**src/spcr_consts.svh**
```systemverilog
// Constants for the serial port clock-rate, data and timing block.
// Assumes a single 50 MHz core clock and an APB register port.
`ifndef SPCR_CONSTS_SVH
`define SPCR_CONSTS_SVH

// ----------------------------------------------------------------
// Register indices and byte addresses
// ----------------------------------------------------------------
`define SPCR_PADDR_W        12
`define SPCR_IDX_DIV        8'ha2
`define SPCR_IDX_DATA       8'ha3
`define SPCR_IDX_CTRL       8'ha4
`define SPCR_IDX_STAT       8'ha5
`define SPCR_BYTE_ADDR(i)   {2'h0, (i), 2'h0}

// ----------------------------------------------------------------
// Reset values and field positions
// ----------------------------------------------------------------
`define SPCR_DIV_RESET      8'h00
`define SPCR_DATA_RESET     8'h00
`define SPCR_CTRL_RESET     7'h10
`define SPCR_SEL_3WIRE      2'b00
`define SPCR_SEL_4WIRE      2'b01
`define SPCR_STAT_DONE      0
`define SPCR_STAT_WCOL      1
`define SPCR_STAT_MODF      2
`define SPCR_STAT_BUSY      3

// ----------------------------------------------------------------
// Transfer shape and timing
// ----------------------------------------------------------------
`define SPCR_LAST_EDGE      5'h0f
`define SPCR_END_TICK       5'h10
`define SPCR_BITS           4'h8
`define SPCR_CLK_NS         20
`define SPCR_TSLH_NS        140
`define SPCR_TSLH_CYC       (`SPCR_TSLH_NS / `SPCR_CLK_NS)
// Edge detect plus two register stages add three clocks to the tail
`define SPCR_TAIL_LAST      (`SPCR_TSLH_CYC - 3)

`endif

```
**src/spcr_pkg.sv**
```systemverilog
// Types shared by the serial port clock-rate, data and timing block.
// Assumes spcr_consts.svh supplies the numeric constants.
package spcr_pkg;

  // ----------------------------------------------------------------
  // States and carriers
  // ----------------------------------------------------------------
  typedef enum logic [1:0] {
    SPCR_IDLE  = 2'b00,
    SPCR_MXFER = 2'b01,
    SPCR_SXFER = 2'b10
  } spcr_state_e;

  typedef struct packed {
    logic       int_en;
    logic [1:0] select_pin_mode;
    logic       clk_pol;
    logic       clock_phase_select;
    logic       master;
    logic       enable;
  } spcr_ctrl_s;

  typedef struct packed {
    logic o;
    logic oe;
  } spcr_pin_s;

endpackage : spcr_pkg

```
**src/spcr_core.sv**
```systemverilog
// Serial port: clock-rate divider, data buffers, master and slave timing.
// Assumes pin inputs are synchronous to ref_clk and an APB master.
//
// Summary of operation
// - Master clock is core_clock over 2(divider+1)
// - Data write loads transmit; master starts transfer
// - Data read returns receive buffer, never transmit
// - Slave MISO valid within four clocks of select
// - Slave MISO released within four clocks after select
// - Slave MISO updates within four clocks of shift
// - Phase one: MISO moves 6-8 clocks after end
// - Master samples late in bit; slave mid-bit
// - Done flag set each transfer, sticky, interrupt
// - Select pin mode: 3-wire, 4-wire input, driven
//
// Design decision made here: the APB slave port.
`include "spcr_consts.svh"
`timescale 1ns/1ps
`default_nettype none

module spcr_core
  import spcr_pkg::*;
(
  input  wire logic                      ref_clk,
  input  wire logic                      rst_n,
  input  wire logic                      psel,
  input  wire logic                      penable,
  input  wire logic                      pwrite,
  input  wire logic [`SPCR_PADDR_W-1:0]  paddr,
  input  wire logic [31:0]               pwdata,
  output logic      [31:0]               prdata,
  output logic                           pready,
  output logic                           pslverr,
  input  wire logic                      sck_in,
  input  wire logic                      mosi_in,
  input  wire logic                      miso_in,
  input  wire logic                      cs_in,
  output spcr_pin_s                      sck_drv,
  output spcr_pin_s                      mosi_drv,
  output spcr_pin_s                      miso_drv,
  output spcr_pin_s                      cs_drv,
  output logic                           irq_req
);

  // ----------------------------------------------------------------
  // State
  // ----------------------------------------------------------------
  spcr_state_e state_reg;
  spcr_ctrl_s  ctrl_reg;
  logic [7:0]  div_reg;
  logic [7:0]  txbuf_reg;
  logic [7:0]  rxbuf_reg;
  logic [7:0]  tx_sh_reg;
  logic [7:0]  rx_sh_reg;
  logic [7:0]  cnt_reg;
  logic [4:0]  tick_reg;
  logic [3:0]  tail_reg;
  logic        tail_run_reg;
  logic        sck_reg;
  logic        mosi_reg;
  logic        miso_reg;
  logic        sck_q_reg;
  logic        done_reg;
  logic        wcol_reg;
  logic        modf_reg;
  logic        pready_reg;

  // ----------------------------------------------------------------
  // Bus decode
  // ----------------------------------------------------------------
  logic acc;
  logic wr_fire;
  logic hit_div;
  logic hit_data;
  logic hit_ctrl;
  logic hit_stat;
  assign acc      = psel & penable;
  assign wr_fire  = acc & pready_reg & pwrite;
  assign hit_div  = (paddr == `SPCR_BYTE_ADDR(`SPCR_IDX_DIV));
  assign hit_data = (paddr == `SPCR_BYTE_ADDR(`SPCR_IDX_DATA));
  assign hit_ctrl = (paddr == `SPCR_BYTE_ADDR(`SPCR_IDX_CTRL));
  assign hit_stat = (paddr == `SPCR_BYTE_ADDR(`SPCR_IDX_STAT));

  // ----------------------------------------------------------------
  // Link decode
  // ----------------------------------------------------------------
  logic sel;
  logic slave_on;
  logic master_on;
  logic busy;
  logic tick;
  logic pha;
  logic sck_edge;
  logic lead;
  logic m_sample;
  logic m_shift;
  logic m_end;
  logic s_sample;
  logic s_shift;
  logic s_last;
  logic start_m;
  logic done_set;

  assign pha       = ctrl_reg.clock_phase_select;
  assign master_on = ctrl_reg.enable & ctrl_reg.master;
  assign slave_on  = ctrl_reg.enable & ~ctrl_reg.master;
  // Three-wire slave is always selected
  assign sel       = (ctrl_reg.select_pin_mode == `SPCR_SEL_3WIRE) | ~cs_in;
  assign busy      = (state_reg != SPCR_IDLE);
  assign tick      = (cnt_reg == div_reg);
  // Last cycle before the edge ending the bit gives slave most settling
  assign m_sample  = (state_reg == SPCR_MXFER) & tick &
                     ((~pha & tick_reg[0]) | (pha & ~tick_reg[0] & (tick_reg != 5'h00)));
  assign m_shift   = (state_reg == SPCR_MXFER) & tick &
                     ((~pha & tick_reg[0] & (tick_reg < `SPCR_LAST_EDGE)) |
                      (pha & ~tick_reg[0] & (tick_reg < `SPCR_END_TICK)));
  assign m_end     = (state_reg == SPCR_MXFER) & tick & (tick_reg == `SPCR_END_TICK);
  assign sck_edge  = sck_in ^ sck_q_reg;
  assign lead      = sck_edge & (sck_in != ctrl_reg.clk_pol);
  // External master keeps MOSI steady two clocks around the edge
  assign s_sample  = (state_reg == SPCR_SXFER) & sck_edge & (lead ^ pha);
  assign s_shift   = (state_reg == SPCR_SXFER) & sck_edge & ~(lead ^ pha);
  assign s_last    = s_sample & (tick_reg[3:0] == (`SPCR_BITS - 4'h1));
  assign start_m   = wr_fire & hit_data & master_on & ~busy;
  assign done_set  = m_end | s_last;

  // ----------------------------------------------------------------
  // APB answer: one wait cycle, then pready
  // ----------------------------------------------------------------
  always_ff @(posedge ref_clk or negedge rst_n) begin
    if (!rst_n) begin
      pready_reg <= 1'b0;
      prdata     <= 32'h0000_0000;
      pslverr    <= 1'b0;
    end else begin
      pready_reg <= acc & ~pready_reg;
      pslverr    <= acc & ~pready_reg & ~(hit_div | hit_data | hit_ctrl | hit_stat);
      if (acc & ~pready_reg & ~pwrite) begin
        if (hit_div) begin
          prdata <= {24'h00_0000, div_reg};
        end else if (hit_data) begin
          prdata <= {24'h00_0000, rxbuf_reg};
        end else if (hit_ctrl) begin
          prdata <= {25'h000_0000, ctrl_reg};
        end else if (hit_stat) begin
          prdata <= {28'h000_0000, busy, modf_reg, wcol_reg, done_reg};
        end else begin
          prdata <= 32'h0000_0000;
        end
      end
    end
  end
  assign pready = pready_reg;

  // ----------------------------------------------------------------
  // Configuration registers
  // ----------------------------------------------------------------
  always_ff @(posedge ref_clk or negedge rst_n) begin
    if (!rst_n) begin
      div_reg  <= `SPCR_DIV_RESET;
      ctrl_reg <= `SPCR_CTRL_RESET;
    end else begin
      if (wr_fire & hit_div) begin
        div_reg <= pwdata[7:0];
      end
      if (wr_fire & hit_ctrl) begin
        ctrl_reg <= pwdata[6:0];
      end else if (master_on & ~cs_in & (ctrl_reg.select_pin_mode == `SPCR_SEL_4WIRE)) begin
        ctrl_reg.master <= 1'b0;
      end
    end
  end

  // ----------------------------------------------------------------
  // Sticky flags: a set in the clearing cycle wins
  // ----------------------------------------------------------------
  always_ff @(posedge ref_clk or negedge rst_n) begin
    if (!rst_n) begin
      done_reg <= 1'b0;
      wcol_reg <= 1'b0;
      modf_reg <= 1'b0;
      irq_req  <= 1'b0;
    end else begin
      if (done_set) begin
        done_reg <= 1'b1;
      end else if (wr_fire & hit_stat & pwdata[`SPCR_STAT_DONE]) begin
        done_reg <= 1'b0;
      end
      if (wr_fire & hit_data & busy) begin
        wcol_reg <= 1'b1;
      end else if (wr_fire & hit_stat & pwdata[`SPCR_STAT_WCOL]) begin
        wcol_reg <= 1'b0;
      end
      if (master_on & ~cs_in & (ctrl_reg.select_pin_mode == `SPCR_SEL_4WIRE)) begin
        modf_reg <= 1'b1;
      end else if (wr_fire & hit_stat & pwdata[`SPCR_STAT_MODF]) begin
        modf_reg <= 1'b0;
      end
      irq_req <= (done_reg | done_set) & ctrl_reg.int_en;
    end
  end

  // ----------------------------------------------------------------
  // Transmit and receive buffers
  // ----------------------------------------------------------------
  always_ff @(posedge ref_clk or negedge rst_n) begin
    if (!rst_n) begin
      txbuf_reg <= `SPCR_DATA_RESET;
      rxbuf_reg <= `SPCR_DATA_RESET;
    end else begin
      // A write during a transfer is a collision and is dropped
      if (wr_fire & hit_data & ~busy) begin
        txbuf_reg <= pwdata[7:0];
      end
      if (m_end) begin
        rxbuf_reg <= pha ? {rx_sh_reg[6:0], miso_in} : rx_sh_reg;
      end else if (s_last) begin
        rxbuf_reg <= {rx_sh_reg[6:0], mosi_in};
      end
    end
  end

  // ----------------------------------------------------------------
  // Sequencer and divider
  // ----------------------------------------------------------------
  always_ff @(posedge ref_clk or negedge rst_n) begin
    if (!rst_n) begin
      state_reg <= SPCR_IDLE;
      cnt_reg   <= 8'h00;
      tick_reg  <= 5'h00;
    end else begin
      case (state_reg)
        SPCR_IDLE: begin
          cnt_reg  <= 8'h00;
          tick_reg <= 5'h00;
          if (start_m) begin
            state_reg <= SPCR_MXFER;
          end else if (slave_on & sel) begin
            state_reg <= SPCR_SXFER;
          end
        end
        SPCR_MXFER: begin
          if (tick) begin
            cnt_reg  <= 8'h00;
            tick_reg <= tick_reg + 5'h01;
          end else begin
            cnt_reg <= cnt_reg + 8'h01;
          end
          if (m_end | ~master_on) begin
            state_reg <= SPCR_IDLE;
          end
        end
        SPCR_SXFER: begin
          if (s_last) begin
            tick_reg <= 5'h00;
          end else if (s_sample) begin
            tick_reg <= tick_reg + 5'h01;
          end
          if (~slave_on | ~sel) begin
            state_reg <= SPCR_IDLE;
          end
        end
        default: begin
          state_reg <= SPCR_IDLE;
        end
      endcase
    end
  end

  // ----------------------------------------------------------------
  // Shift registers, MSB first
  // ----------------------------------------------------------------
  always_ff @(posedge ref_clk or negedge rst_n) begin
    if (!rst_n) begin
      tx_sh_reg <= 8'h00;
      rx_sh_reg <= 8'h00;
      mosi_reg  <= 1'b0;
      miso_reg  <= 1'b0;
    end else begin
      if (start_m) begin
        tx_sh_reg <= pha ? pwdata[7:0] : {pwdata[6:0], 1'b0};
        mosi_reg  <= pwdata[7];
      end else if (m_shift) begin
        tx_sh_reg <= {tx_sh_reg[6:0], 1'b0};
        mosi_reg  <= tx_sh_reg[7];
      end else if ((state_reg == SPCR_IDLE) & slave_on & sel) begin
        tx_sh_reg <= pha ? txbuf_reg : {txbuf_reg[6:0], 1'b0};
        miso_reg  <= txbuf_reg[7];
      end else if (s_last) begin
        tx_sh_reg <= pha ? txbuf_reg : {txbuf_reg[6:0], 1'b0};
      end else if (s_shift) begin
        tx_sh_reg <= {tx_sh_reg[6:0], 1'b0};
        miso_reg  <= tx_sh_reg[7];
      end else if (tail_run_reg & (tail_reg == 4'(`SPCR_TAIL_LAST))) begin
        miso_reg <= txbuf_reg[7];
      end
      if (m_sample) begin
        rx_sh_reg <= {rx_sh_reg[6:0], miso_in};
      end else if (s_sample) begin
        rx_sh_reg <= {rx_sh_reg[6:0], mosi_in};
      end
    end
  end

  // ----------------------------------------------------------------
  // Phase-one tail timer after the final slave edge
  // ----------------------------------------------------------------
  always_ff @(posedge ref_clk or negedge rst_n) begin
    if (!rst_n) begin
      tail_run_reg <= 1'b0;
      tail_reg     <= 4'h0;
    end else begin
      if (s_last & pha) begin
        tail_run_reg <= 1'b1;
        tail_reg     <= 4'h0;
      end else if (tail_run_reg & ((tail_reg == 4'(`SPCR_TAIL_LAST)) | sck_edge)) begin
        tail_run_reg <= 1'b0;
      end else if (tail_run_reg) begin
        tail_reg <= tail_reg + 4'h1;
      end
    end
  end

  // ----------------------------------------------------------------
  // Serial clock and pin drivers
  // ----------------------------------------------------------------
  always_ff @(posedge ref_clk or negedge rst_n) begin
    if (!rst_n) begin
      sck_reg   <= 1'b0;
      sck_q_reg <= 1'b0;
      sck_drv   <= 2'b00;
      mosi_drv  <= 2'b00;
      miso_drv  <= 2'b00;
      cs_drv    <= 2'b00;
    end else begin
      sck_q_reg <= sck_in;
      if (state_reg != SPCR_MXFER) begin
        sck_reg <= ctrl_reg.clk_pol;
      end else if (tick & (tick_reg < `SPCR_END_TICK)) begin
        sck_reg <= ~sck_reg;
      end
      sck_drv.o   <= (state_reg == SPCR_MXFER) ? sck_reg : ctrl_reg.clk_pol;
      sck_drv.oe  <= master_on;
      mosi_drv.o  <= mosi_reg;
      mosi_drv.oe <= master_on;
      // Release is one clock after select rises, well inside budget
      miso_drv.o  <= miso_reg;
      miso_drv.oe <= slave_on & sel & (state_reg == SPCR_SXFER);
      // Select timing at the edges is the external master's duty
      cs_drv.o    <= ctrl_reg.select_pin_mode[0];
      cs_drv.oe   <= ctrl_reg.enable & ctrl_reg.select_pin_mode[1];
    end
  end

endmodule : spcr_core

`default_nettype wire

```
**config.mk**
```make
export PLATFORM = sky130hd
export DESIGN_NAME = spcr_core
export DESIGN_NICKNAME = d
export VERILOG_FILES = /design/src/spcr_pkg.sv /design/src/spcr_core.sv
export VERILOG_INCLUDE_DIRS = /design/src /design/src/src
export SDC_FILE = /design/constraint.sdc
export NUM_CORES = 1
export LEC_CHECK = 0
export BUFFER_PORTS_ARGS = -buffer_cell sky130_fd_sc_hd__buf_2
export CORE_MARGIN = 2
export CORE_UTILIZATION = 39
export CTS_BUF_LIST = sky130_fd_sc_hd__clkbuf_4 sky130_fd_sc_hd__clkbuf_8
export DETAILED_ROUTE_END_ITERATION = 10
export RECOVER_POWER = 50
export SLEW_MARGIN = 10
export SYNTH_ARGS = -nofsm -noshare
export SYNTH_HDL_FRONTEND = slang
export SYNTH_SLANG_ARGS = --single-unit
```
**constraint.sdc**
```tcl
create_clock -name ref_clk -period 2.7 [get_ports ref_clk]
set_input_delay 0.405 -clock ref_clk [delete_from_list [all_inputs] [get_ports ref_clk]]
set_output_delay 0.405 -clock ref_clk [all_outputs]
set_load 0.02 [all_outputs]
```
Yosys cells after proc, flatten, opt, wreduce, memory -nomap -nowiden
Cells that the tools add are included.
Widths: inputs -> output; s select.

word-level totals
  flip-flop bits (word level) = 116
  bits in latches = 0
  bits in writable memories = 0
  bits in read-only memories = 0
  input port bits = 53
  output and inout port bits = 43
  logic and storage cells = 203
  memories kept = 0

cells by class
  add/subtract/negate cells = 3
  multipliers = 0
  divide/modulo/power cells = 0
  $lt $le $gt $ge = 2
  equality and inequality tests = 20
  shift-type cells = 0
  muxes and demuxes = 49
  bitwise gates (word level) = 73
  reduce and logical (&&, ||, !) cells = 22

operators by type and width
  operator              number
  $mux 8                13
  $mux 32               2
  $eq 12x10->1 const B  4
  $and 1x1->1           45
  $reduce_bool 2->1     12
  $mux 1                19
  $mux 4                4
  $pmux 8 s2            1
  $mux 5                3
  $not 1->1             15
  $pmux 5 s3            1
  $or 1x1->1            11
  $reduce_bool 5->1     2
  $add 8x1->8 const B   1
  $eq 4x3->1 const B    2
  $eq 8x8->1            1
  $mux 2                4
  $mux 7                1
  $ne 2x1->1 const B    3
  $ne 2x2->1 const B    3
  $ne 3x3->1 const B    2
  $pmux 2 s3            1
  $reduce_and 3->1      2
  $reduce_bool 3->1     2
  other kinds (12)      15

Logic depth before layout (Yosys ltp)
Gate-level depths: netlist of run 1.

  depth after elaboration = 10
  depth in mapped cells = 10
  gate-level depth less buffers = 8

Worst setup path after synthesis of run 1
No wires, ideal clock.

  path kind = register to register
  from = register state_reg[0]
  to = register miso_reg
  setup time = 0.125 ns
  data arrival time = 1.941 ns
  required time = 2.575 ns
  setup slack = 0.635 ns
  stages on the path, launching flop included = 9
  path through = dfrtp_1 -> inv_1 -> ha_1 -> nand3b_1 -> mux2_4 -> nor3_4 -> o21ai_0 -> nand3b_1 -> mux2_2

on the way
  cells in the longest elaborated chain, start to end = 6
  elaborated cells on any way between the ends = 22
  classes of those cells = 3 x eq/ne; 3 x mux; 12 x bitwise; 4 x reduce/logical

ends and longest elaborated chain
  item                                                         RTL line                            RTL
  start, declared                                              spcr_core.sv:48                     spcr_state_e state_reg;
  start signal, assigned                                       spcr_core.sv:228                    state_reg <= SPCR_IDLE;
  start signal, assigned                                       spcr_core.sv:237                    state_reg <= SPCR_MXFER;
  start signal, assigned                                       spcr_core.sv:239                    state_reg <= SPCR_SXFER;
  $eq 2x2->1                                                   spcr_core.sv:121, spcr_core.sv:122
  $and 1x1->1                                                  spcr_core.sv:121, spcr_core.sv:122
  $and 1x1->1, on equally long branches                        spcr_core.sv:121, spcr_core.sv:122
  $and 1x1->1 / $mux 1 (equally long branches)                 spcr_core.sv:123, spcr_core.sv:291
  $ne 2x1->1 (no line) / $mux 1 (equally long branches)        --
  $reduce_and 4->1 (no line) / $mux 1 (equally long branches)  --
  end signal, assigned                                         spcr_core.sv:288                    miso_reg <= txbuf_reg[7];
  end signal, assigned                                         spcr_core.sv:293                    miso_reg <= tx_sh_reg[7];
  end signal, assigned                                         spcr_core.sv:295                    miso_reg <= txbuf_reg[7];
  end, declared                                                spcr_core.sv:61                     logic miso_reg;

Several ways; a longest one is shown, not always the timed one. The select of a mux whose other input is x is not followed.
A chain may end at the register's enable or synchronous reset.

Worst setup path in the final report of run 1
  from = register div_reg[7]
  to = register tx_sh_reg[1]

on the way
  cells in the longest elaborated chain, start to end = 5
  elaborated cells on any way between the ends = 6
  classes of those cells = 1 x eq/ne; 2 x mux; 2 x bitwise; 1 x reduce/logical

ends and longest elaborated chain
  item                        RTL line          RTL
  start, declared             spcr_core.sv:50   logic [7:0] div_reg;
  start signal, assigned      spcr_core.sv:160  div_reg <= `SPCR_DIV_RESET;
  start signal, assigned      spcr_core.sv:164  div_reg <= pwdata[7:0];
  $eq 8x8->1 *                spcr_core.sv:110  assign tick = (cnt_reg == div_reg);
  $and 1x1->1 * (2 in a row)  spcr_core.sv:114  assign m_shift = (state_reg == SPCR_MXFER) & tick &
  $mux 8                      spcr_core.sv:283  end else if (m_shift) begin
  $mux 8                      spcr_core.sv:280  if (start_m) begin
  end signal, assigned        spcr_core.sv:281  tx_sh_reg <= pha ? pwdata[7:0] : {pwdata[6:0], 1'b0};
  end signal, assigned        spcr_core.sv:284  tx_sh_reg <= {tx_sh_reg[6:0], 1'b0};
  end signal, assigned        spcr_core.sv:287  tx_sh_reg <= pha ? txbuf_reg : {txbuf_reg[6:0], 1'b0};
  end, declared               spcr_core.sv:53   logic [7:0] tx_sh_reg;

Mark *: on every way between the ends. The rest lies on a longest branch, timed or not.

==> out/summary.md, run 1 <==
The run gives 0 as the number of antenna violations at the first check in global routing. The congestion estimate from routability-driven global placement came to 0.800. The residual antenna-violating net count after detailed routing is 0. The worst path in the final design needs a cycle of 2430 ps, including I/O delays and setup. The mapped netlist covers 0.00497 mm2. The per-instance average area after synthesis was 10.7 um2. The clock net in this run drives a total of 92 sinks. For the maximum root-to-sink buffer count, the log shows 2. The run finished with clean final reports. Power spread over the standard cell area amounts to 463 mW/mm2. The number of different library cells used by synthesis comes to 62. The die is 117 um wide. Cells with a size suffix above 1 make up 21.0% of the layout.

For the final worst setup slack, the log shows 274 ps. The final core utilization was 44.1%. The tools report the reported max-cap violation count as 0.

The logs give 380 ps for the clock latency on the worst-skew pair and 0 for the number of setup buffers added after CTS. Most instantiated flip-flop cell in the synthesis netlist: sky130_fd_sc_hd__dfrtp_1. Entering global routing, the biggest net connects 35 pins.

The final-report max-slew violation count is 0. The core region area was 0.0125 mm2. The area added between synthesis and finish is 11.0%, and the mean routed wirelength per cell is 16.4 um. At the pin with the least slew margin, the transition time is 890 ps. The worst setup path is captured at a flip-flop.

After detailed routing, the number of remaining DRC violations is 0. 0 antenna diodes ended up in the layout. The final cycle utilization of the critical path came out at 89.8%.

Setup repair after global routing left no endpoint under its margin. The logs give 18400 um for the wire length of the first global-routing pass and 2.55 nW for the leakage power. In this run the tightest slew margin relative to its limit is 40.7%.

The number of clock buffers added by TritonCTS is 9. The final-report hold violation count is 0. Timing analysis after detailed placement gives a worst setup slack of 305 ps. Setup violations remaining at the end of the flow were counted as 0. The most critical setup path has its startpoint at div_reg[7]. The wire length reported by the detailed router is 11400 um. The tightest hold path in the finished design has a slack of 210 ps. The H-tree generated during clock tree synthesis spans 3 levels. Category of the worst setup path launch point: a flip-flop.

Via count of the first global-routing pass: 3545. Counting flops with a built-in enable in the synthesized netlist gives 0. The clock skew is 12.7 ps, and the total die area is 0.0137 mm2.

For this run, the register share of the synthesized area comes to 46.3%. For this run the aggregate overflow at the end of global routing stands at 0. The worst endpoint required time came out at 3010 ps. The tools report the number of iterations in the first detailed-routing pass as 9. TritonCTS built the clock tree. Data arrives at the worst endpoint at 2740 ps.

The effective utilization at floorplan came out at 39.7%. The number of warnings printed during yosys synthesis came out at 0. The worst register-to-register path begins at div_reg[7]. 96 I/O pins were placed.

Detailed routing inserted a total of 3664 vias. CTS placed an instance of sky130_fd_sc_hd__clkbuf_8 at the clock tree root. The count of buffers inserted at the top-level ports is 47, and the share of flip-flops with an asynchronous set or reset is 100%. Based on the critical path, the design can be clocked at up to 412 MHz. In the routed layout, each cell is associated on average with a via count of 5.27.

Across every metal layer, demand over resource in global routing totals 17.8%. The critical path in this run is classified as reg -> reg. The total of flip-flops plus latches after synthesis was 92; the maximum vdd drop was 0.000207 V. The startpoint identified for the worst hold timing path is sck_in. The library cell used most frequently in the layout, excluding fill and tap cells, is sky130_fd_sc_hd__dfrtp_1. Once detailed placement completed, the half-perimeter wirelength came to 8370 um. The worst hold path belongs to the class in -> reg.

For the number of cells produced by synthesis, the log shows 463. The net count of the finished layout is 579. In the layout the commonest cells are 91 x sky130_fd_sc_hd__dfrtp_1, 31 x sky130_fd_sc_hd__mux2_2, 31 x sky130_fd_sc_hd__nand2_1, 29 x sky130_fd_sc_hd__buf_2, 25 x sky130_fd_sc_hd__a21oi_1. Measured along the y axis, the die boundary spans 117 um.

The sum of negative setup slack came out at 0 ps. After clock tree synthesis, the clock-pin slew on the worst setup and hold paths is 90 ps. The initialized floorplan defines 41 standard-cell rows. The detailed router finished its first iteration with 237 violations.

Of all nets on the critical path, the largest fanout is 8.
==> layout make-up <==
cell class / count / area, um2
inverter: 15 / 56.3
timing repair buffer: 66 / 347
tap: 172 / 215
fill: 1225 / 7000
sequential: 92 / 2300
clock buffer: 12 / 159
multi-input combinational: 334 / 2410
clock inverter: 4 / 33.8
==> Yosys cell counts, types with 2 or more instances <==
cell type	number	area share (%)
sky130_fd_sc_hd__a211oi_1	9	1.4
sky130_fd_sc_hd__a21o_1	9	1.4
sky130_fd_sc_hd__a21oi_1	25	2.5
sky130_fd_sc_hd__a222oi_1	7	1.4
sky130_fd_sc_hd__a22o_1	7	1.2
sky130_fd_sc_hd__a31oi_1	5	0.63
sky130_fd_sc_hd__and2_1	5	0.63
sky130_fd_sc_hd__and3_1	5	0.63
sky130_fd_sc_hd__and4_1	4	0.70
sky130_fd_sc_hd__and4b_1	2	0.40
sky130_fd_sc_hd__buf_2	8	0.80
sky130_fd_sc_hd__buf_4	27	4.1
sky130_fd_sc_hd__buf_6	2	0.45
sky130_fd_sc_hd__clkbuf_1	8	0.60
sky130_fd_sc_hd__dfrtp_1	91	46
sky130_fd_sc_hd__ha_1	8	2.0
sky130_fd_sc_hd__inv_1	15	1.1
sky130_fd_sc_hd__mux2_1	3	0.68
sky130_fd_sc_hd__mux2_2	31	7.0
sky130_fd_sc_hd__mux2i_1	17	3.4
sky130_fd_sc_hd__nand2_1	31	2.3
sky130_fd_sc_hd__nand2b_1	4	0.50
sky130_fd_sc_hd__nand3_1	18	1.8
sky130_fd_sc_hd__nand3b_1	6	0.91
sky130_fd_sc_hd__nand4_1	3	0.38
sky130_fd_sc_hd__nor2_1	20	1.5
sky130_fd_sc_hd__nor2b_1	3	0.38
sky130_fd_sc_hd__nor3_1	4	0.40
sky130_fd_sc_hd__nor3_4	2	0.65
sky130_fd_sc_hd__nor4_2	2	0.50
sky130_fd_sc_hd__nor4b_1	2	0.35
sky130_fd_sc_hd__nor4b_4	2	0.96
sky130_fd_sc_hd__o211ai_1	2	0.30
sky130_fd_sc_hd__o21a_1	3	0.45
sky130_fd_sc_hd__o21ai_0	23	2.3
sky130_fd_sc_hd__o21ai_1	2	0.20
sky130_fd_sc_hd__o22a_1	6	1.1
sky130_fd_sc_hd__o22ai_1	2	0.25
sky130_fd_sc_hd__o31ai_1	2	0.30
sky130_fd_sc_hd__xnor2_1	4	0.70
sky130_fd_sc_hd__xor2_1	13	2.3
==> stage by stage <==
step / cell area (um2) / std cells / total power [W]
after floorplan: 5060 / 486 / 0.00159
after global placement: 5360 / 678 / 0.00167
after detailed placement: 5360 / 678 / 0.00167
after CTS: 5560 / 695 / 0.00259
after global routing: 5520 / 695 / 0.00265
final: 5520 / 695 / 0.00256
==> what timing repair did <==
action | in CTS | in global routing
gates resized for setup | 0 | 0
hold endpoints to repair | 30 | 0
hold buffers | 1 | 0
==> path summary, 6_finish.rpt <==
| kind | endpoint | slack, ps | cells after the start |
|---|---|---|---|
| hold reg to reg | miso_drv[1] | 380 | 0 |
| setup / recovery | tx_sh_reg[1] | 270 | 6 |
| max in group asynchronous | prdata[0] | 870 | 3 |
| min in group asynchronous | sck_reg | 680 | 2 |
| hold / removal | sck_q_reg | 210 | 1 |
| setup reg to reg | tx_sh_reg[1] | 270 | 6 |
==> where the power goes <==
group / internal, W / total [W] / switching (W) / leakage [nW]
combinational: 0.0000629 / 0.000211 / 0.000148 / 1.21
sequential: 0.00141 / 0.00143 / 0.0000205 / 1.24
clock: 0.000401 / 0.000915 / 0.000515 / 0.0962
total: 0.00187 / 0.00256 / 0.000683 / 2.55
==> critical path: stages, from the launching register on <==
cell	delay, ps
sky130_fd_sc_hd__dfrtp_1	440
sky130_fd_sc_hd__xor2_1	190
sky130_fd_sc_hd__nor4_2	510
sky130_fd_sc_hd__nand4_1	410
sky130_fd_sc_hd__and2_1	390
sky130_fd_sc_hd__a211oi_1	270
sky130_fd_sc_hd__o22a_1	160
==> cell families after synthesis <==
| kind of cell | after synthesis | share of synthesized area [%] |
|---|---|---|
| simple gates | 120 | 14.2 |
| compound gates | 111 | 15.3 |
| flops | 92 | 46.3 |
| buf+inv | 60 | 7.07 |
| mux | 53 | 11.7 |
| xor+xnor | 18 | 3.32 |
| fa+ha+maj | 8 | 2.01 |
| other cells | 1 | 0.0754 |
==> per-layer routing <==
metal  GRT usage, %  part of all wire [%]  up-vias  wire [um]
li1               -                     -     1746          -
met1           23.8                    47     1823       5330
met2           28.5                    48       76       5410
met3           2.83                   3.2       19        362
met4           8.00                   2.4        0        271
met5              0                     0        -          0
No activity file was read; power rests on OpenSTA's default activity.
==> run 2: changes to the inputs <==
--- a/config.mk
+++ b/config.mk
@@ -6,6 +6,7 @@
 export SDC_FILE = /design/constraint.sdc
 export NUM_CORES = 1
 export LEC_CHECK = 0
+export ABC_AREA = 1
 export BUFFER_PORTS_ARGS = -buffer_cell sky130_fd_sc_hd__buf_2
 export CORE_MARGIN = 2
 export CORE_UTILIZATION = 39
==> run 2 against run 1 <==
Die area up 3.9%. Total power fell by 3.5%. Critical endpoint is now rxbuf_reg[3]. Utilization down 0.60 points. Cell count grew 30%. Largest cell class unchanged. Worst setup slack better by 460 ps. Combinational power fell by 37%. Critical path depth increased by 3. Global-route usage barely moved. Synthesized area grew 4.0%.
==> out/summary.md, run 2 <==
By count the netlist is led by 208 x sky130_fd_sc_hd__nand2_1, 91 x sky130_fd_sc_hd__dfrtp_1, 84 x sky130_fd_sc_hd__inv_1. In this run the standard cell core region covers 0.0131 mm2. Via-per-instance ratio: 4.76. The number of cells produced by synthesis is 676, and the maximum vdd drop is 0.000363 V. The mean routed wirelength per cell works out to 12.9 um.

For the reported max-cap violation count, the log shows 0. Clock tree synthesis selected as its root buffer the cell sky130_fd_sc_hd__clkbuf_8. The clock drives 92 sinks.

For the residual antenna-violating net count after detailed routing, the log shows 0. Setup repair after global routing left no endpoint under its margin. Of all cell types, the one taking the most synthesized area is sky130_fd_sc_hd__dfrtp_1. The routed via count was 4306; the final critical delay including setup and external delays was 1960 ps. At the pin with the least slew margin, the transition time is 1030 ps. Yosys printed 0 warnings. At the end of routability-driven placement, the weighted congestion stood at 0.855. 96 I/O pins were placed.

The most used standard cell by instance count after synthesis is sky130_fd_sc_hd__nand2_1. The tools report the endpoint type of the worst setup path as a flip-flop. After the first detailed-routing iteration, the DRC count stood at 275. The critical path in this run is classified as reg -> reg.

Overall power consumption after layout is estimated at 0.00247 W. Dividing total power by cell area gives a power density of 433 mW/mm2. After synthesis, the netlist uses 41 different library cells. The clock skew is 16.5 ps. Maximum root-to-sink buffer count: 2.

For this run, the top clock speed supported by timing is 510 MHz. In this run the number of H-tree levels came out at 3. Port buffering added 47 buffers.

The final cycle utilization of the critical path was 72.6%. The category of the worst setup path launch point is a flip-flop. The tightest min-delay check is of the in -> reg type. The top cell types in the final layout, fill and taps aside, are 208 x sky130_fd_sc_hd__nand2_1, 91 x sky130_fd_sc_hd__dfrtp_1, 84 x sky130_fd_sc_hd__inv_1, 59 x sky130_fd_sc_hd__o21ai_0, 49 x sky130_fd_sc_hd__nand3_1. In the synthesized netlist the async set-or-reset flop fraction comes to 100%. The layout net count was 785. Leaving out fill and tap cells, the most frequent cell in the layout is sky130_fd_sc_hd__nand2_1. For the wire length of the first global-routing pass, the log shows 20300 um.

The effective utilization at floorplan is 39.5%. The run gives 54 as the largest net degree at the start of global routing. Counting flops with a built-in enable in the synthesized netlist gives 0. For this run the aggregate overflow at the end of global routing stands at 0. The worst max-slew margin expressed relative to the limit is 31.6%, and the per-instance average area after synthesis is 7.65 um2. TritonCTS built the clock tree.

The run gives 5 as the number of iterations in the first detailed-routing pass. The run finished with clean final reports. The tools report the number of diodes added for antenna fixing as 0. The total DRC errors in the routed layout was 0; the clock slew at the register clock pins of the worst setup and hold paths was 100 ps. Setup violations remaining at the end of the flow were counted as 0. The total of flip-flops plus latches after synthesis is 92, and the final-report hold violation count is 0. The run gives 0 as the quantity of gates resized following cts. The logs give 2.86 nW for the leakage power and 0.00517 mm2 for the netlist area before placement. The TritonCTS buffer count came out at 9. Summing the sequential cell areas from Yosys gives 44.5% of the chip area. Global routing used 17.8% of the available tracks across all layers.

The logs give 0 for the final-report max-slew violation count and 2230 ps for the arrival time of the worst setup path. Along the worst path, the maximum fanout reaches 10. The clock latency on the worst-skew pair came out at 390 ps. Yosys attributes the largest share of cell area to sky130_fd_sc_hd__dfrtp_1 44%, sky130_fd_sc_hd__nand2_1 15%, sky130_fd_sc_hd__inv_1 6.1%. The number of placement rows was 42. The tools report the number of antenna violations at the first check in global routing as 0. For this run, the leading register cell type out of synthesis is sky130_fd_sc_hd__dfrtp_1.

The die covers 0.0142 mm2. The area added between synthesis and finish works out to 10.0%. The via count of the first global-routing pass is 4243, and the width of the die is 119 um. The post-route netlist has 12.8% of its cells at a drive strength greater than 1. The share of synthesized area in the top cell type comes to 44.0%.

The die is 119 um tall. The tools report the half-perimeter wire length of the detailed placement result as 8950 um. At the worst endpoint, the required time is 2970 ps. Setup total negative slack on the finished layout was measured at 0 ps. The run gives 11700 um as the wire length reported by the detailed router.
run 2: final timing paths:
check | start | end | slack (ps) | cells past startpoint
max | state_reg[1] | rxbuf_reg[3] | 740 | 9
min | sck_in | sck_q_reg | 190 | 1
max reg2reg | state_reg[1] | rxbuf_reg[3] | 740 | 9
min reg2reg | miso_reg | miso_drv[1] | 390 | 0
max in group asynchronous | rst_n | ctrl_reg[4] | 1110 | 3
min in group asynchronous | rst_n | irq_req | 740 | 2
run 2: critical path: stages, from the launching register on:
cell and delay, ps:
sky130_fd_sc_hd__dfrtp_1 410, sky130_fd_sc_hd__inv_1 90, sky130_fd_sc_hd__ha_1 450, sky130_fd_sc_hd__inv_1 170, sky130_fd_sc_hd__nor2_4 170, sky130_fd_sc_hd__nand2_1 130
sky130_fd_sc_hd__nand2_4 160, sky130_fd_sc_hd__inv_2 100, sky130_fd_sc_hd__nand2_1 80, sky130_fd_sc_hd__o211ai_2 80
run 2: power by group:
group | total (W) | internal (W) | switching, W
combinational | 0.000132 | 0.0000302 | 0.000102
sequential | 0.00139 | 0.00138 | 0.00000316
clock | 0.000949 | 0.000371 | 0.000577
run 2: repair_timing:
action,4_1_cts,5_1_grt
hold buffers,1,0
buffers inserted,0,0
hold endpoints to repair,8,0
run 2: metal layers:
layer | track usage [%] | routed length [um] | vias up
met5 | 0 | 0 | -
met2 | 29.3 | 5600 | 88
li1 | - | - | 2182
met1 | 23.3 | 5430 | 2025
met3 | 4.41 | 510 | 11
met4 | 4.91 | 168 | 0
run 2: through the flow:
stage | setup slack [ps] | area, um2 | cells | util (%) | hold WS (ps)
global route | 560 | 5690 | 905 | 43.5 | 196
finish | 739 | 5690 | 905 | 43.5 | 188
CTS | 729 | 5710 | 905 | 43.6 | 154
detailed placement | 503 | 5500 | 888 | 42.0 | 363
global placement | 520 | 5500 | 888 | 42.0 | 374
floorplan | 1080 | 5260 | 699 | - | 109
run 2: final cells by class:
cell class / count / area (um2)
fill: 1365 / 7390
clock buffer: 9 / 124
timing repair buffer: 51 / 268
inverter: 92 / 363
clock inverter: 7 / 76.3
tap: 176 / 220
sequential: 92 / 2300
multi-input combinational: 478 / 2340
run 2: cells by family (layout without fill, tap and decap cells):
logic type      count (synthesis)  in the layout  synth area share (%)
simple gates                  334            334                  28.9
buf+inv                       129            159                  11.9
compound gates                103            103                  11.1
flops                          92             92                  44.5
xor+xnor                        9              9                  1.52
fa+ha+maj                       8              8                  1.93
other cells                     1             24                0.0725
==> run 3: changes to the inputs <==
==> constraint.sdc (replaced) <==
create_clock -name ref_clk -period 1.6 [get_ports ref_clk]
set_input_delay 0.24 -clock ref_clk [delete_from_list [all_inputs] [get_ports ref_clk]]
set_output_delay 0.24 -clock ref_clk [all_outputs]
set_load 0.02 [all_outputs]
==> run 3 against run 2 <==
The flow now finishes with violations (negative setup slack). Via count grew 13%. Flip-flop and latch count is the same. Worst setup slack lost 880 ps. Global-route usage up 2.3 points. Die area unchanged. First-iteration DRC count up 6.5%. Hold slack got worse by 96 ps. Routed wire length is 20% higher. Non-clock buffer count up 105. Critical path type unchanged. Highest routed layer unchanged.
==> out/summary.md, run 3 (synthesis gave the netlist of run 2 again) <==
In this run the static leakage power is 3.54 nW. The tools report the final design instance area without fill as 0.00714 mm2. For the final worst setup slack, the log shows -146 ps. The tools report the startpoint of the worst-slack reg-to-reg timing path as div_reg[3].

The final critical delay including setup and external delays was 1750 ps. The worst hold path begins at penable. The tools report the terminus of the critical flop-to-flop path as tx_sh_reg[3]. After detailed routing, the average wire length per cell comes to 13.8 um. The tools report the core region area as 0.0131 mm2. Via-per-instance ratio: 4.81. Worst endpoint required time: 1890 ps.

The run gives 42 as the number of placement rows. The first global-routing pass estimated 22900 um of wire. Cells with a size suffix above 1 make up 38.8% of the layout.

For the number of fill cells in the layout, the log shows 1201. The logs give 39.5% for the effective utilization at floorplan and 0.00618 mm2 for the cell area after placement. For the residual antenna-violating net count after detailed routing, the log shows 0. The library cell used most frequently in the layout, excluding fill and tap cells, is sky130_fd_sc_hd__nand2_1. The final layout contains 893 nets.

For this run, the detailed router's first-pass iteration total came to 5. The number of ports placed on the die boundary was 96. In this run the worst path has a maximum fanout of 5. The sequential cell area is 0.00231 mm2. The tools report the sink count of the clock tree as 92.

On the final layout, the worst hold slack is 91.8 ps. The floorplan step defined a die boundary enclosing 0.0142 mm2. The number of placed instances, taps included, is 972. The worst hold path class is in -> reg.

The arrival time of the worst setup path was 2030 ps. Setup repair after global routing could not meet its margin everywhere. The tools report the wire length reported by the detailed router as 14000 um. On the final layout, the worst clock skew is 9.94 ps. For the number of diodes added for antenna fixing, the log shows 0. The chip height was 119 um; the overall power after layout was 0.00437 W. The root buffer cell chosen for the clock tree is sky130_fd_sc_hd__clkbuf_8. The reported max-cap violation count is 0.

The total global routing track utilization was 20.1%. In this run, CTS created clock tree buffers numbering 9. The DRC marker count from the first detailed-route iteration is 293, and the width of the die is 119 um. The final-report max-slew violation count is 0, and the final cycle utilization of the critical path is 109%. The worst setup path is launched from a flip-flop.

The multi-input combinational cells in the finished layout cover a total of 0.00288 mm2. The worst register-to-register path has a setup slack of -150 ps. The tools report the total DRC errors in the routed layout as 0.

The run gives 0 as the number of antenna violations at the first check in global routing. Count of buffers inserted at the top-level ports: 47. CTS built an H-tree with a depth of 3. The checks that failed: negative setup slack. Across all layers, the routed design uses 4870 vias. Leaving out fill and tap cells, the most frequent cells in the layout are 167 x sky130_fd_sc_hd__nand2_1, 89 x sky130_fd_sc_hd__dfrtp_1, 89 x sky130_fd_sc_hd__buf_4, 60 x sky130_fd_sc_hd__inv_1, 45 x sky130_fd_sc_hd__buf_2. Summed over all layers, the global routing overflow is 0. Setup violations remaining at the end of the flow were counted as 32. Counting along the longest clock path gives a buffer depth of 2. IR analysis of the VDD net gives a maximum drop of 0.000362 V. The run finished, with violations left. TritonCTS built the clock tree. Critical path class: reg -> reg.

The final-report hold violation count was 0; the largest net degree at the start of global routing was 38. The number of cell instances on the worst register-to-register path is 12. After clock tree synthesis, the clock-pin slew on the worst setup and hold paths is 100 ps. End of the worst hold path: pready. Relative to the synthesized area, the layout overhead comes to 38.1%. For the half-perimeter wire length of the detailed placement result, the log shows 10100 um. The power per cell area was 612 mW/mm2. Measured slew at the worst slew-check pin: 731 ps. Endpoint type of the worst setup path: a flip-flop. For the worst-skew pair, the clock arrives at the later sink with an insertion delay of 390 ps. The tools report the via count of the first global-routing pass as 4913. The logs give 0.860 for the routability-driven placement congestion ratio and 573 MHz for the fmax. The worst hold path was traced through 3 stages. The worst max-slew margin expressed relative to the limit came out at 51.3%. Excluding fillers, the count of instances in the completed layout stands at 1013.

At the placement stage, the worst setup path has a slack of -196 ps.
==> run 3: stage by stage <==
step | util [%] | TNS (ps)
2_1_floorplan | - | 0
5_1_grt | 54.6 | -6170
3_5_place_dp | 47.2 | -3920
3_3_place_gp | 47.2 | -2690
6_report | 54.6 | -1980
4_1_cts | 51.0 | -2090
==> run 3: layer usage <==
layer	global-route usage (%)	vias up	routed length, um
met5	0	-	0
met4	7.96	0	292
met3	3.07	26	587
met2	34.3	112	6990
met1	25.4	2306	6150
li1	-	2426	-
==> run 3: power breakdown <==
| group | total (W) | switching, W | internal [W] |
|---|---|---|---|
| logic | 0.000253 | 0.000184 | 0.0000691 |
| clock network | 0.00178 | 0.000889 | 0.000890 |
| registers | 0.00234 | 0.00000648 | 0.00233 |
==> run 3: critical path, cell delays in order (launching register included) <==
cell and delay, ps:
sky130_fd_sc_hd__dfrtp_1 410, sky130_fd_sc_hd__inv_2 60, sky130_fd_sc_hd__nand2_2 70, sky130_fd_sc_hd__nand2_2 60
sky130_fd_sc_hd__nor2_2 110, sky130_fd_sc_hd__nand2_2 100, sky130_fd_sc_hd__nor2_4 210, sky130_fd_sc_hd__buf_6 140
sky130_fd_sc_hd__nand4_4 140, sky130_fd_sc_hd__nand3_1 120, sky130_fd_sc_hd__nand3_1 110, sky130_fd_sc_hd__nand2_2 90
sky130_fd_sc_hd__nand2_2 50
==> run 3: how the worst max path moves through the flow <==
| stage | start | endpoint | slack, ps | cells past startpoint |
|---|---|---|---|---|
| 2_1_floorplan | state_reg[0] | tx_sh_reg[1] | 6 | 12 |
| 3_3_place_gp | paddr[6] | tx_sh_reg[6] | -150 | 16 |
| 3_5_place_dp | div_reg[2] | tx_sh_reg[0] | -200 | 11 |
| 4_1_cts | cnt_reg[0] | tx_sh_reg[0] | -140 | 11 |
| 5_1_grt | div_reg[3] | tx_sh_reg[7] | -270 | 12 |
| 6_report | div_reg[3] | tx_sh_reg[3] | -150 | 12 |
==> run 3: area by class of cell <==
| cell class | instances | area share (%) |
|---|---|---|
| inverter | 92 | 5.22 |
| timing repair buffer | 156 | 16.0 |
| clock buffer | 9 | 1.73 |
| tap | 176 | 3.08 |
| multi-input combinational | 481 | 40.3 |
| sequential | 92 | 32.3 |
| clock inverter | 7 | 1.38 |
==> run 3: what timing repair did <==
action,in CTS,in global routing
endpoints found under the setup margin,45,48
pin swaps,23,37
hold endpoints to repair,27,0
cloned,3,0
hold buffers,2,0
setup buffers,6,14
resized for setup,50,131
